### src/lmw_params.svh
`ifndef LMW_PARAMS_SVH
`define LMW_PARAMS_SVH
// filter and timeout figures
`define LMW_CLK_MHZ 125
`define LMW_WAKE_HIGH_US 6
`define LMW_DOM_TIMEOUT_MS 6
`define LMW_TXD_REARM_US 10
`define LMW_BUS_WAKE_CYC 1000
`define LMW_LOCAL_WAKE_CYC 1000
`define LMW_EN_FILT_CYC 500
`define LMW_CNT_W 20
// synchroniser reset: txd and wake idle high, all else low
`define LMW_SYNC_IDLE 7'h18
`endif

### src/lmw_pkg.sv
package lmw_pkg;
  typedef enum logic [1:0] {
    MODE_UNPOWERED,
    MODE_FAILSAFE,
    MODE_NORMAL,
    MODE_SLEEP
  } lmw_mode_type;
  typedef enum logic [1:0] {
    SRC_NONE,
    SRC_REMOTE,
    SRC_LOCAL
  } lmw_src_type;
endpackage

### src/lmw_filt_if.sv
`timescale 1ns/1ns
`default_nettype none
interface lmw_filt_if;
  logic raw;
  logic level;
  modport src (output raw, input level);
  modport flt (input raw, output level);
endinterface
`default_nettype wire

### src/lmw_filter.sv
`timescale 1ns/1ns
`default_nettype none
`include "lmw_params.svh"
module lmw_filter #(
  parameter int CYCLES = 16
) (
  input wire logic clk_in,    // clock
  input wire logic rst_in,    // sync reset
  input wire logic init_in,   // reset level
  lmw_filt_if.flt f           // raw in, debounced out
);
  logic [`LMW_CNT_W-1:0] cnt_q, cnt_d;
  logic lvl_q, lvl_d;
  if (CYCLES < 1 || CYCLES >= (1 << `LMW_CNT_W)) begin : g_bad_cycles
    $error("lmw_filter: bad CYCLES");
  end
  // level accepted only after holding CYCLES cycles
  always_comb begin
    lvl_d = lvl_q;
    cnt_d = '0;
    if (f.raw != lvl_q) begin
      if (cnt_q == `LMW_CNT_W'(CYCLES - 1)) begin
        lvl_d = f.raw;
      end else begin
        cnt_d = cnt_q + `LMW_CNT_W'(1);
      end
    end
  end
  always_ff @(posedge clk_in) begin
    if (rst_in) begin
      lvl_q <= init_in;
      cnt_q <= '0;
    end else begin
      lvl_q <= lvl_d;
      cnt_q <= cnt_d;
    end
  end
  assign f.level = lvl_q;
endmodule
`default_nettype wire

### src/lmw_mode_ctrl.sv
// Summary of operation
// - sleep disables transmit and receive paths
// - qualified wake in sleep goes fail-safe
// - fail-safe to normal on enable high
// - separate debounce for wake, bus, enable
// - inhibit off and floating in sleep
// - sleep: termination off unless prewake, weak pull-up only
// - sleep entry ignores bus and wake levels
// - power-up or wake enters fail-safe
// - fail-safe drives inhibit high
// - unpowered to fail-safe above undervoltage
// - fail-safe: driver off, receiver if txd low
// - per-mode outputs per mode table
// - prewake level enables receiver and termination
// - dominant held then rising edge: remote wake
// - remote wake drives receive output low
// - wake pin low held: local wake
// - local wake: rx low, strong txd pull-down
// - rearm local wake after high over 6us
// - txd pin reports wake source in fail-safe
// - enable high clears both wake indications
// - overtemperature disables driver with hysteresis
// - sleep on enable fall with txd high
// - normal: bus follows transmit input
// - dominant timeout releases bus, rearm 10us
`timescale 1ns/1ns
`default_nettype none
`include "lmw_params.svh"
module lmw_mode_ctrl #(
  parameter int BUS_WAKE_CYC = `LMW_BUS_WAKE_CYC,
  parameter int LOCAL_WAKE_CYC = `LMW_LOCAL_WAKE_CYC,
  parameter int EN_FILT_CYC = `LMW_EN_FILT_CYC,
  parameter int DOM_TIMEOUT_CYC = `LMW_DOM_TIMEOUT_MS * 1000 * `LMW_CLK_MHZ
) (
  input wire logic ref_clk_in,          // 125 MHz clock
  input wire logic rst_in,              // sync reset, high
  input wire logic supply_ok_in,        // supply above undervoltage threshold
  input wire logic mode_enable_in,      // host mode enable pin
  input wire logic txd_in,              // transmit pin level
  input wire logic wake_pin_in,         // local wake pin
  input wire logic bus_dominant_in,     // bus at bus_dominant_level
  input wire logic prewake_in,          // bus below prewake_threshold
  input wire logic overtemp_in,         // thermal shutdown with hysteresis
  output logic regulator_inhibit_out,   // inhibit high-side drive
  output logic regulator_inhibit_oe_out, // inhibit driven, else floating
  output logic rxd_out,                 // receive pin level when driven
  output logic rxd_oe_out,              // receive pin driven
  output logic txd_strong_pd_out,       // strong pull-down on transmit pin
  output logic txd_weak_pd_out,         // weak pull-down on transmit pin
  output logic bus_drive_out,           // bus driven dominant
  output logic bus_term_out,            // termination to supply on
  output logic bus_rx_en_out,           // bus receiver enabled
  output logic [1:0] mode_out           // current mode code
);
  localparam int DOM_CYC = (DOM_TIMEOUT_CYC < 1) ? 1 : DOM_TIMEOUT_CYC;
  localparam int WAKE_HIGH_CYC = `LMW_WAKE_HIGH_US * `LMW_CLK_MHZ + 1;
  localparam int REARM_CYC = `LMW_TXD_REARM_US * `LMW_CLK_MHZ + 1;
  localparam int DW = 24;
  if (BUS_WAKE_CYC < 1 || LOCAL_WAKE_CYC < 1 || EN_FILT_CYC < 1) begin : g_bad_filt
    $error("lmw_mode_ctrl: filter counts must be positive");
  end
  if (DOM_CYC >= (1 << DW)) begin : g_bad_dom
    $error("lmw_mode_ctrl: timeout too long");
  end
  if (WAKE_HIGH_CYC >= (1 << DW) || REARM_CYC >= (1 << DW)) begin : g_bad_tmr
    $error("lmw_mode_ctrl: re-arm time too long");
  end

  // ----------------------------------------------------------
  // input synchronisers
  // ----------------------------------------------------------
  // resets to idle pin levels so no false edge follows reset
  logic [6:0] s1_q, s2_q;
  logic [6:0] pins;
  assign pins = {supply_ok_in, mode_enable_in, txd_in, wake_pin_in,
                 bus_dominant_in, prewake_in, overtemp_in};
  always_ff @(posedge ref_clk_in) begin
    if (rst_in) begin
      s1_q <= `LMW_SYNC_IDLE;
      s2_q <= `LMW_SYNC_IDLE;
    end else begin
      s1_q <= pins;
      s2_q <= s1_q;
    end
  end
  logic sup_s, en_s, txd_s, wake_s, dom_s, pre_s, ot_s;
  assign {sup_s, en_s, txd_s, wake_s, dom_s, pre_s, ot_s} = s2_q;

  // ----------------------------------------------------------
  // debounce filters
  // ----------------------------------------------------------
  lmw_filt_if en_f();
  lmw_filt_if wake_f();
  lmw_filt_if bus_f();
  assign en_f.raw = en_s;
  assign wake_f.raw = wake_s;
  assign bus_f.raw = ~dom_s;
  lmw_filter #(.CYCLES(EN_FILT_CYC)) u_en_filt (
    .clk_in(ref_clk_in),
    .rst_in(rst_in),
    .init_in(1'b0),
    .f(en_f)
  );
  lmw_filter #(.CYCLES(LOCAL_WAKE_CYC)) u_wake_filt (
    .clk_in(ref_clk_in),
    .rst_in(rst_in),
    .init_in(1'b1),
    .f(wake_f)
  );
  lmw_filter #(.CYCLES(BUS_WAKE_CYC)) u_bus_filt (
    .clk_in(ref_clk_in),
    .rst_in(rst_in),
    .init_in(1'b1),
    .f(bus_f)
  );
  logic en_lvl, wake_low, bus_dom_flt;
  assign en_lvl = ~en_f.level;  // high while filtered enable is low
  assign wake_low = ~wake_f.level;
  assign bus_dom_flt = ~bus_f.level;

  // ----------------------------------------------------------
  // mode state and wake flags
  // ----------------------------------------------------------
  lmw_pkg::lmw_mode_type mode_q, mode_d;
  lmw_pkg::lmw_src_type src_q, src_d;
  // edge registers reset to the idle filtered levels
  logic en_prev_q, en_prev_d;
  logic busdom_prev_q, busdom_prev_d;
  logic wlow_prev_q, wlow_prev_d;
  logic wake_armed_q, wake_armed_d;
  logic [DW-1:0] whigh_q, whigh_d;
  logic req_q, req_d;

  always_comb begin
    mode_d = mode_q;
    src_d = src_q;
    req_d = req_q;
    en_prev_d = ~en_lvl;
    busdom_prev_d = bus_dom_flt;
    wlow_prev_d = wake_low;
    wake_armed_d = wake_armed_q;
    whigh_d = whigh_q;
    // wake pin high time for re-arming
    if (wake_s) begin
      if (whigh_q != DW'(WAKE_HIGH_CYC)) begin
        whigh_d = whigh_q + DW'(1);
      end else begin
        wake_armed_d = 1'b1;
      end
    end else begin
      whigh_d = '0;
    end
    if (!sup_s) begin
      mode_d = lmw_pkg::MODE_UNPOWERED;
      src_d = lmw_pkg::SRC_NONE;
      req_d = 1'b0;
    end else begin
      case (mode_q)
        lmw_pkg::MODE_UNPOWERED: begin
          mode_d = lmw_pkg::MODE_FAILSAFE;
        end
        lmw_pkg::MODE_FAILSAFE: begin
          if (~en_lvl) begin
            mode_d = lmw_pkg::MODE_NORMAL;
            src_d = lmw_pkg::SRC_NONE;
            req_d = 1'b0;
          end
        end
        lmw_pkg::MODE_NORMAL: begin
          if (en_lvl && en_prev_q && txd_s) begin
            mode_d = lmw_pkg::MODE_SLEEP;
          end
        end
        lmw_pkg::MODE_SLEEP: begin
          if (busdom_prev_q && !bus_dom_flt) begin
            mode_d = lmw_pkg::MODE_FAILSAFE;
            src_d = lmw_pkg::SRC_REMOTE;
            req_d = 1'b1;
          end else if (wake_low && !wlow_prev_q && wake_armed_q) begin
            mode_d = lmw_pkg::MODE_FAILSAFE;
            src_d = lmw_pkg::SRC_LOCAL;
            req_d = 1'b1;
            wake_armed_d = 1'b0;
          end else if (~en_lvl) begin
            mode_d = lmw_pkg::MODE_FAILSAFE;
          end
        end
        default: mode_d = lmw_pkg::MODE_UNPOWERED;
      endcase
    end
  end

  // ----------------------------------------------------------
  // mode registers
  // ----------------------------------------------------------
  always_ff @(posedge ref_clk_in) begin
    if (rst_in) begin
      mode_q <= lmw_pkg::MODE_UNPOWERED;
      src_q <= lmw_pkg::SRC_NONE;
      req_q <= 1'b0;
      en_prev_q <= 1'b0;
      busdom_prev_q <= 1'b0;
      wlow_prev_q <= 1'b0;
      wake_armed_q <= 1'b1;
      whigh_q <= '0;
    end else begin
      mode_q <= mode_d;
      src_q <= src_d;
      req_q <= req_d;
      en_prev_q <= en_prev_d;
      busdom_prev_q <= busdom_prev_d;
      wlow_prev_q <= wlow_prev_d;
      wake_armed_q <= wake_armed_d;
      whigh_q <= whigh_d;
    end
  end

  // ----------------------------------------------------------
  // dominant timeout
  // ----------------------------------------------------------
  logic [DW-1:0] dom_cnt_q, dom_cnt_d;
  logic [DW-1:0] rearm_q, rearm_d;
  logic blocked_q, blocked_d;
  // counters saturate: a stuck txd stays blocked until re-armed
  always_comb begin
    dom_cnt_d = '0;
    rearm_d = '0;
    blocked_d = blocked_q;
    if (!txd_s) begin
      if (dom_cnt_q == DW'(DOM_CYC)) begin
        blocked_d = 1'b1;
        dom_cnt_d = dom_cnt_q;
      end else begin
        dom_cnt_d = dom_cnt_q + DW'(1);
      end
    end else begin
      if (rearm_q == DW'(REARM_CYC)) begin
        blocked_d = 1'b0;
        rearm_d = rearm_q;
      end else begin
        rearm_d = rearm_q + DW'(1);
      end
    end
  end
  always_ff @(posedge ref_clk_in) begin
    if (rst_in) begin
      dom_cnt_q <= '0;
      rearm_q <= '0;
      blocked_q <= 1'b0;
    end else begin
      dom_cnt_q <= dom_cnt_d;
      rearm_q <= rearm_d;
      blocked_q <= blocked_d;
    end
  end

  // ----------------------------------------------------------
  // pin outputs
  // ----------------------------------------------------------
  logic inh_d, inh_oe_d, rxd_d, rxd_oe_d, spd_d, wpd_d;
  logic drv_d, term_d, rxen_d;
  logic inh_q, inh_oe_q, rxd_q, rxd_oe_q, spd_q, wpd_q;
  logic drv_q, term_q, rxen_q;
  always_comb begin
    inh_d = 1'b0;
    inh_oe_d = 1'b0;
    rxd_d = 1'b1;
    rxd_oe_d = 1'b0;
    spd_d = 1'b0;
    wpd_d = 1'b1;
    drv_d = 1'b0;
    term_d = 1'b0;
    rxen_d = 1'b0;
    case (mode_d)
      lmw_pkg::MODE_FAILSAFE: begin
        inh_d = 1'b1;
        inh_oe_d = 1'b1;
        term_d = 1'b1;
        rxen_d = !txd_s;
        rxd_oe_d = req_d;
        rxd_d = !req_d;
        spd_d = (src_d == lmw_pkg::SRC_LOCAL);
        wpd_d = (src_d != lmw_pkg::SRC_LOCAL);
      end
      lmw_pkg::MODE_NORMAL: begin
        inh_d = 1'b1;
        inh_oe_d = 1'b1;
        term_d = 1'b1;
        rxen_d = 1'b1;
        rxd_oe_d = dom_s;  // open drain pulls low only
        rxd_d = !dom_s;
        drv_d = !txd_s && !blocked_d && !ot_s;
      end
      lmw_pkg::MODE_SLEEP: begin
        term_d = pre_s;
        rxen_d = pre_s;
        // inhibit floating, rxd high ohmic
      end
      default: begin
        wpd_d = 1'b0;
      end
    endcase
  end

  // ----------------------------------------------------------
  // output registers
  // ----------------------------------------------------------
  always_ff @(posedge ref_clk_in) begin
    if (rst_in) begin
      inh_q <= 1'b0;
      inh_oe_q <= 1'b0;
      rxd_q <= 1'b1;
      rxd_oe_q <= 1'b0;
      spd_q <= 1'b0;
      wpd_q <= 1'b0;
      drv_q <= 1'b0;
      term_q <= 1'b0;
      rxen_q <= 1'b0;
    end else begin
      inh_q <= inh_d;
      inh_oe_q <= inh_oe_d;
      rxd_q <= rxd_d;
      rxd_oe_q <= rxd_oe_d;
      spd_q <= spd_d;
      wpd_q <= wpd_d;
      drv_q <= drv_d;
      term_q <= term_d;
      rxen_q <= rxen_d;
    end
  end
  assign regulator_inhibit_out = inh_q;
  assign regulator_inhibit_oe_out = inh_oe_q;
  assign rxd_out = rxd_q;
  assign rxd_oe_out = rxd_oe_q;
  assign txd_strong_pd_out = spd_q;
  assign txd_weak_pd_out = wpd_q;
  assign bus_drive_out = drv_q;
  assign bus_term_out = term_q;
  assign bus_rx_en_out = rxen_q;
  assign mode_out = mode_q;
endmodule
`default_nettype wire

### config.mk
export PLATFORM = sky130hd
export DESIGN_NAME = lmw_mode_ctrl
export DESIGN_NICKNAME = d
export VERILOG_FILES = /design/src/lmw_pkg.sv /design/src/lmw_filt_if.sv /design/src/lmw_filter.sv /design/src/lmw_mode_ctrl.sv
export VERILOG_INCLUDE_DIRS = /design/src /design/src/src
export SDC_FILE = /design/constraint.sdc
export NUM_CORES = 1
export LEC_CHECK = 0
export ABC_AREA = 1
export BUFFER_PORTS_ARGS = -buffer_cell sky130_fd_sc_hd__buf_4
export CAP_MARGIN = 40
export CORE_ASPECT_RATIO = 1.75
export CORE_MARGIN = 2
export CORE_UTILIZATION = 50
export CTS_BUF_LIST = sky130_fd_sc_hd__clkbuf_8
export CTS_CLUSTER_DIAMETER = 150
export DETAILED_ROUTE_END_ITERATION = 7
export PLACE_DENSITY = 0.66
export SLEW_MARGIN = 20
export SYNTH_ARGS = -nofsm -noshare
export SYNTH_HDL_FRONTEND = slang
export SYNTH_SLANG_ARGS = --single-unit
### constraint.sdc
create_clock -name ref_clk_in -period 2.2 [get_ports ref_clk_in]
set_input_delay 0.11 -clock ref_clk_in [delete_from_list [all_inputs] [get_ports ref_clk_in]]
set_output_delay 0.11 -clock ref_clk_in [all_outputs]
set_load 0.1 [all_outputs]
==> impl_results.md, run 1 <==
* DR vias at 7231
* Critical path required time at 2.52 ns
* Initial antenna violation count at 0
* Layout cell share with drive strength beyond 1 at 9.74%
* Startpoint types: register
* Synthesis warning total at 0
* CTS Buf Count at 17
* TritonCTS clock tree: built
* WP buf/inv at 3
* Post-synth cell types at 36
* Seq/Total Area, Yosys at 41.2%
* Die area at 17300 um^2
* Clock Skew at 0.0200 ns
* Unrepaired setup endpoints after global routing: no
* Seq cells post-synth at 167
* Crit path depth at 11
* EDFF count, synth at 0
* CP max FO at 7
* CP peak stage delay at 0.46 ns
* PortBufs at 19
* Clk_lat worst skew at 0.44 ns
* Routability cong. at 0.857
* CP max stage cell: dfxtp_1
* Final ANT Viol Nets at 0
* Via density at 5.09
* Worst vdd ir at 301 uV
* Chip width at 100 um
* Ant. Diodes at 0
* Initial core utilization at 51.1%
* Arrival time worst endpoint at 2.21 ns
* Syn Area/Cell at 6.86 um^2
* Root Driver: clkbuf_8
* Min-delay src: rst_in
* Final HPWL DP at 12.9 mm
* Reg-to-Reg End: rxd_out
* Leakage at 0.00312 uW
* Die height at 173 um
* Final worst-path cycle share at 85.9%
* Count leader, synth: nand2_1
* GRT Total Usage at 20.7%
* Layout fillers at 1634
* Post-CTS setup buffers at 0
* Total grt overflow at 0
* Initial DRC count at 184
* Max-slew headroom at 71.9%
* DRT Pass-1 Iters at 6
* Family with the most delay on the worst path: simple AND/OR/NAND/NOR gates
* Min Clock Period, post-route at 1.89 ns
* Leading area contributor after synthesis: dfxtp_1
* H-tree levels at 4
* Global-route wire length before repair at 29.7 mm
* I/O pin count at 20
* Top post-synthesis cells by count: 242 x nand2_1, 208 x nor2_1, 167 x dfxtp_1
* HP Class: in -> reg
* Synthesized area at 8120 um^2
* Top-area cell type share of the netlist area at 41.2%
* Async S/R FF share, synth at 0%
* Synth-to-layout area growth at 9.35%
* Synth area leaders: dfxtp_1 41%, nand2_1 11%, nor2_1 9.6%
* Total Power at 5280 uW
* Setup crit start: u_en_filt.f.level
* Hold Vio Cnt, Final at 0
* Drt total wl at 17.0 mm
* CP Capture Point: rxd_out
* Syn nets at 1204
* Total negative slack at 0 ns
* Core Rows at 61
* Worst-path clk slew at 0.09 ns
* Synthesized instance count at 1183
* Post_cts resized at 0
* Status: completed
* Post-synth top flop: dfxtp_1
* Worst-Margin Slew at 0.421 ns
* CP cell instances: nand2_1 > nand2_1 > inv_1 > a211oi_1 > nand3_1 > ha_1 > inv_1 > nor2_1 > inv_1 > a21oi_1 > nand2_1
* Vias in the first global route at 7035
* # clock sinks at 167
* Drt wl/cell at 12.0 um
* Worst-case clock buffer depth at 2
* Fmax achieved at 529 MHz
* Max Cap Viol at 0
* FF-to-FF setup slack at 0.31 ns
* Setup violations, final at 0
* Post-layout nets at 1240
* Critical path type: reg -> reg
* DRC Markers at 0
* Worst r2r src: u_en_filt.f.level
* PD cells at 595 nW/um^2
* Worst setup EP type: register
* Largest net degree at the start of global routing at 31
* Core area at 15900 um^2
* Worst R2R Path Depth at 11
* Max Slew Vio Count at 0
cell usage in the layout (no fill, tap or decap), types with 8 or more instances in the layout:
master / count
a21oi_1: 88
buf_4: 22
clkbuf_8: 17
dfxtp_1: 165
ha_1: 12
inv_1: 153
nand2_1: 242
nand2_2: 8
nand3_1: 86
nand3_2: 9
nand4_1: 28
nor2_1: 208
nor2_2: 12
nor2_4: 11
nor3_1: 39
o21ai_0: 42
or2_2: 8
xor2_1: 13
per-stage QoR:
step / cells / util (%) / setup slack [ns] / hold WS [ns] / area, um^2
6_report: 1421 / 55.9 / 0.311 / 0.0538 / 8880
5_1_grt: 1421 / 55.9 / 0.0984 / 0.0382 / 8880
4_1_cts: 1421 / 55.9 / 0.300 / 0.0348 / 8880
3_5_place_dp: 1382 / 53.2 / 0.334 / 0.300 / 8440
3_3_place_gp: 1382 / 53.2 / 0.376 / 0.303 / 8440
2_1_floorplan: 1183 / - / 0.165 / 0.214 / 8120
cell type report:
class,instances,area (um^2),area share (%)
Tap cell,189,236,2.66
Inverter,160,601,6.76
Sequential cell,167,3350,37.7
Multi-Input combinational cell,844,4100,46.1
Timing Repair Buffer,29,235,2.65
Clock buffer,17,234,2.64
Clock inverter,15,130,1.47
per-layer routing:
layer  share of wire (%)  global-route usage (%)
met1                  42                    22.1
met4                 2.9                    8.28
met2                  53                    38.9
met3                 1.7                    3.84
met5                   0                       0
worst min path at each step:
stage | cells past startpoint | end | slack (ns)
5_1_grt | 2 | wlow_prev_q | 0.04
2_1_floorplan | 1 | s1_q[3] | 0.21
6_report | 2 | wlow_prev_q | 0.05
4_1_cts | 2 | wlow_prev_q | 0.03
3_5_place_dp | 2 | s1_q[3] | 0.30
3_3_place_gp | 2 | s1_q[3] | 0.30
worst register-to-register path, stage by stage, from the launching register on:
cell and delay, ns:
dfxtp_1 0.46, nand2_1 0.11, nand2_1 0.09, inv_1 0.04
a211oi_1 0.16, nand3_1 0.20, ha_1 0.35, inv_1 0.04
nor2_1 0.10, inv_1 0.06, a21oi_1 0.11, nand2_1 0.06
flip-flops by register name, summed over array words and instances, names as in the netlist, 2 cells and up:
register and count:
src_q 2, mode_out 2, dom_cnt_q 24, whigh_q 24, rearm_q 24, u_en_filt.cnt_q 20, s1_q 7, s2_q 7
u_wake_filt.cnt_q 20, u_bus_filt.cnt_q 20
kinds of logic (layout without fill, tap and decap cells):
logic type | after synthesis | after routing | share of synthesized area [%]
AOI/OAI and AO/OA | 145 | 145 | 9.35
xor gates and xnor gates | 19 | 19 | 2.05
adders and majority gates | 12 | 12 | 1.85
buffers and inverters | 172 | 221 | 8.37
DFF | 167 | 167 | 41.2
and+or+nand+nor | 668 | 668 | 37.2
power by group:
part	internal [uW]	switching, uW
clock network	897	1160
registers	3050	16.9
logic	58.6	104
total	4000	1280
repair_timing:
| action | in CTS | in global routing |
|---|---|---|
| endpoints found under the hold margin | 7 | 0 |
| setup endpoints to repair | 0 | 0 |
| hold buffers | 7 | 0 |
Power figures use the tool's default switching activity.
==> run 2: changes to the inputs <==
Settings changed: CTS_BUF_LIST sky130_fd_sc_hd__clkbuf_8 to default.
==> run 2 against run 1 <==
  * Largest cell class unchanged
  * Die area unchanged
  * Global-route usage is 0.076 points lower
  * Power rose by 14%
  * Count of clock-buffer cells in the layout is the same
  * Hold slack gained 0.021 ns
  * Final cell count unchanged
  * Fmax up 0.33%
  * Register-to-register slack about the same
  * First-iteration DRC count is 11% higher
==> impl_results.md, run 2 (synthesis gave the netlist of run 1 again) <==
* Die height at 173 um
* Layout cell share with drive strength beyond 1 at 9.74%
* Setup violations, final at 0
* CTS Buf Count at 17
* Worst R2R Path Depth at 11
* DRC Markers at 0
* Ant. Diodes at 0
* Drt wl/cell at 12.0 um
* CP max stage cell: dfxtp_1
* Unrepaired setup endpoints after global routing: no
* Worst setup EP type: register
* Final hold slack at 0.0743 ns
* Hold depth at 2
* PD cells at 665 nW/um^2
* Worst vdd ir at 423 uV
* Total Power at 6030 uW
* Final HPWL DP at 12.9 mm
* Synth-to-layout area growth at 11.7%
* Layout fillers at 1600
* Total negative slack at 0 ns
* Hold Vio Cnt, Final at 0
* Most common cell after layout, fill and taps aside: nand2_1
* Vias in the first global route at 7022
* CP peak stage delay at 0.45 ns
* Post_cts resized at 0
* Drt total wl at 17.1 mm
* Routability cong. at 0.857
* Max-slew headroom at 71.9%
* Global-route wire length before repair at 29.7 mm
* DR vias at 7221
* Chip width at 100 um
* Cts hold-fix bufs at 7
* Startpoint types: register
* # clock sinks at 167
* Largest net degree at the start of global routing at 31
* Top Registers: dom_cnt_q: 24 flops, rearm_q: 24 flops, whigh_q: 24 flops
* Post-layout nets at 1240
* Worst-Margin Slew at 0.421 ns
* I/O pin count at 20
* Critical path type: reg -> reg
* Via density at 5.08
* CP cell instances: nand2_1 > nand2_1 > inv_1 > a211oi_1 > nand3_1 > ha_1 > inv_1 > nor2_1 > inv_1 > a21oi_1 > nand2_1
* GRT Total Usage at 20.6%
* Post-CTS setup buffers at 0
* Final ANT Viol Nets at 0
* Worst-case clock buffer depth at 2
* Initial DRC count at 204
* Clock Skew at 0.0146 ns
* CP max FO at 7
* Min Clock Period, post-route at 1.88 ns
* Final worst-path cycle share at 85.6%
* Core area at 15900 um^2
* Core Rows at 61
* Max Slew Vio Count at 0
* Leakage at 0.00321 uW
* Commonest cells after routing, fill and taps aside: 242 x nand2_1, 208 x nor2_1, 165 x dfxtp_1, 153 x inv_1, 88 x a21oi_1
* Placed Area at 8440 um^2
* TritonCTS clock tree: built
* Post-route cell area at 9070 um^2
* Initial antenna violation count at 0
* Root Driver: clkbuf_16
* Die area at 17300 um^2
* Status: completed
* Initial core utilization at 51.1%
* Max Cap Viol at 0
* H-tree levels at 4
* Clk_lat worst skew at 0.41 ns
* Worst-path clk slew at 0.07 ns
* DRT Pass-1 Iters at 4
* HP Class: in -> reg
* Critical path required time at 2.50 ns
* PortBufs at 19
* Fmax achieved at 531 MHz
* Total grt overflow at 0
* Arrival time worst endpoint at 2.18 ns
==> run 2: cell counts in the layout (fill, tap and decap cells not counted) <==
No cell type changed its count.
==> run 2: worst max-delay path, delay by kind of cell (launching register included) <==
kind,cells,cell delay [ns]
compound gates,2,0.27
fa+ha+maj,1,0.35
buf+inv,3,0.14
flops,1,0.45
simple gates,5,0.56
==> run 2: power by group <==
part	internal, uW	leakage, uW	switching [uW]
registers	3050	0.00135	16.8
logic	58.7	0.00159	104
clock network	1560	0.000269	1250
==> run 2: stage by stage <==
step	worst slack, ns	instances	util [%]
after global routing	0.106	1421	57.1
final	0.317	1421	57.1
after CTS	0.310	1421	57.1
after floorplan	0.165	1183	-
after global placement	0.376	1382	53.2
after detailed placement	0.334	1382	53.2
==> run 2: routing by layer <==
layer	share of wire (%)	global-route usage [%]
met1	42	22.2
met2	54	38.7
met3	1.9	3.72
met4	2.5	8.11
met5	0	0
==> run 2: final cells by class <==
| cell class | instances | area, um^2 | area share (%) |
|---|---|---|---|
| inverter | 160 | 601 | 6.62 |
| sequential | 167 | 3350 | 36.9 |
| tap | 189 | 236 | 2.61 |
| timing repair buffer | 29 | 235 | 2.59 |
| clock buffer | 17 | 425 | 4.69 |
| clock inverter | 15 | 130 | 1.43 |
| multi-input combinational | 844 | 4100 | 45.2 |
==> run 2: path summary, 6_finish.rpt <==
check	start	end	slack (ns)
setup / recovery	u_en_filt.f.level	rxd_out	0.32
hold / removal	rst_in	busdom_prev_q	0.07
setup reg to reg	u_en_filt.f.level	rxd_out	0.32
hold reg to reg	s1_q[4]	s2_q[4]	0.40
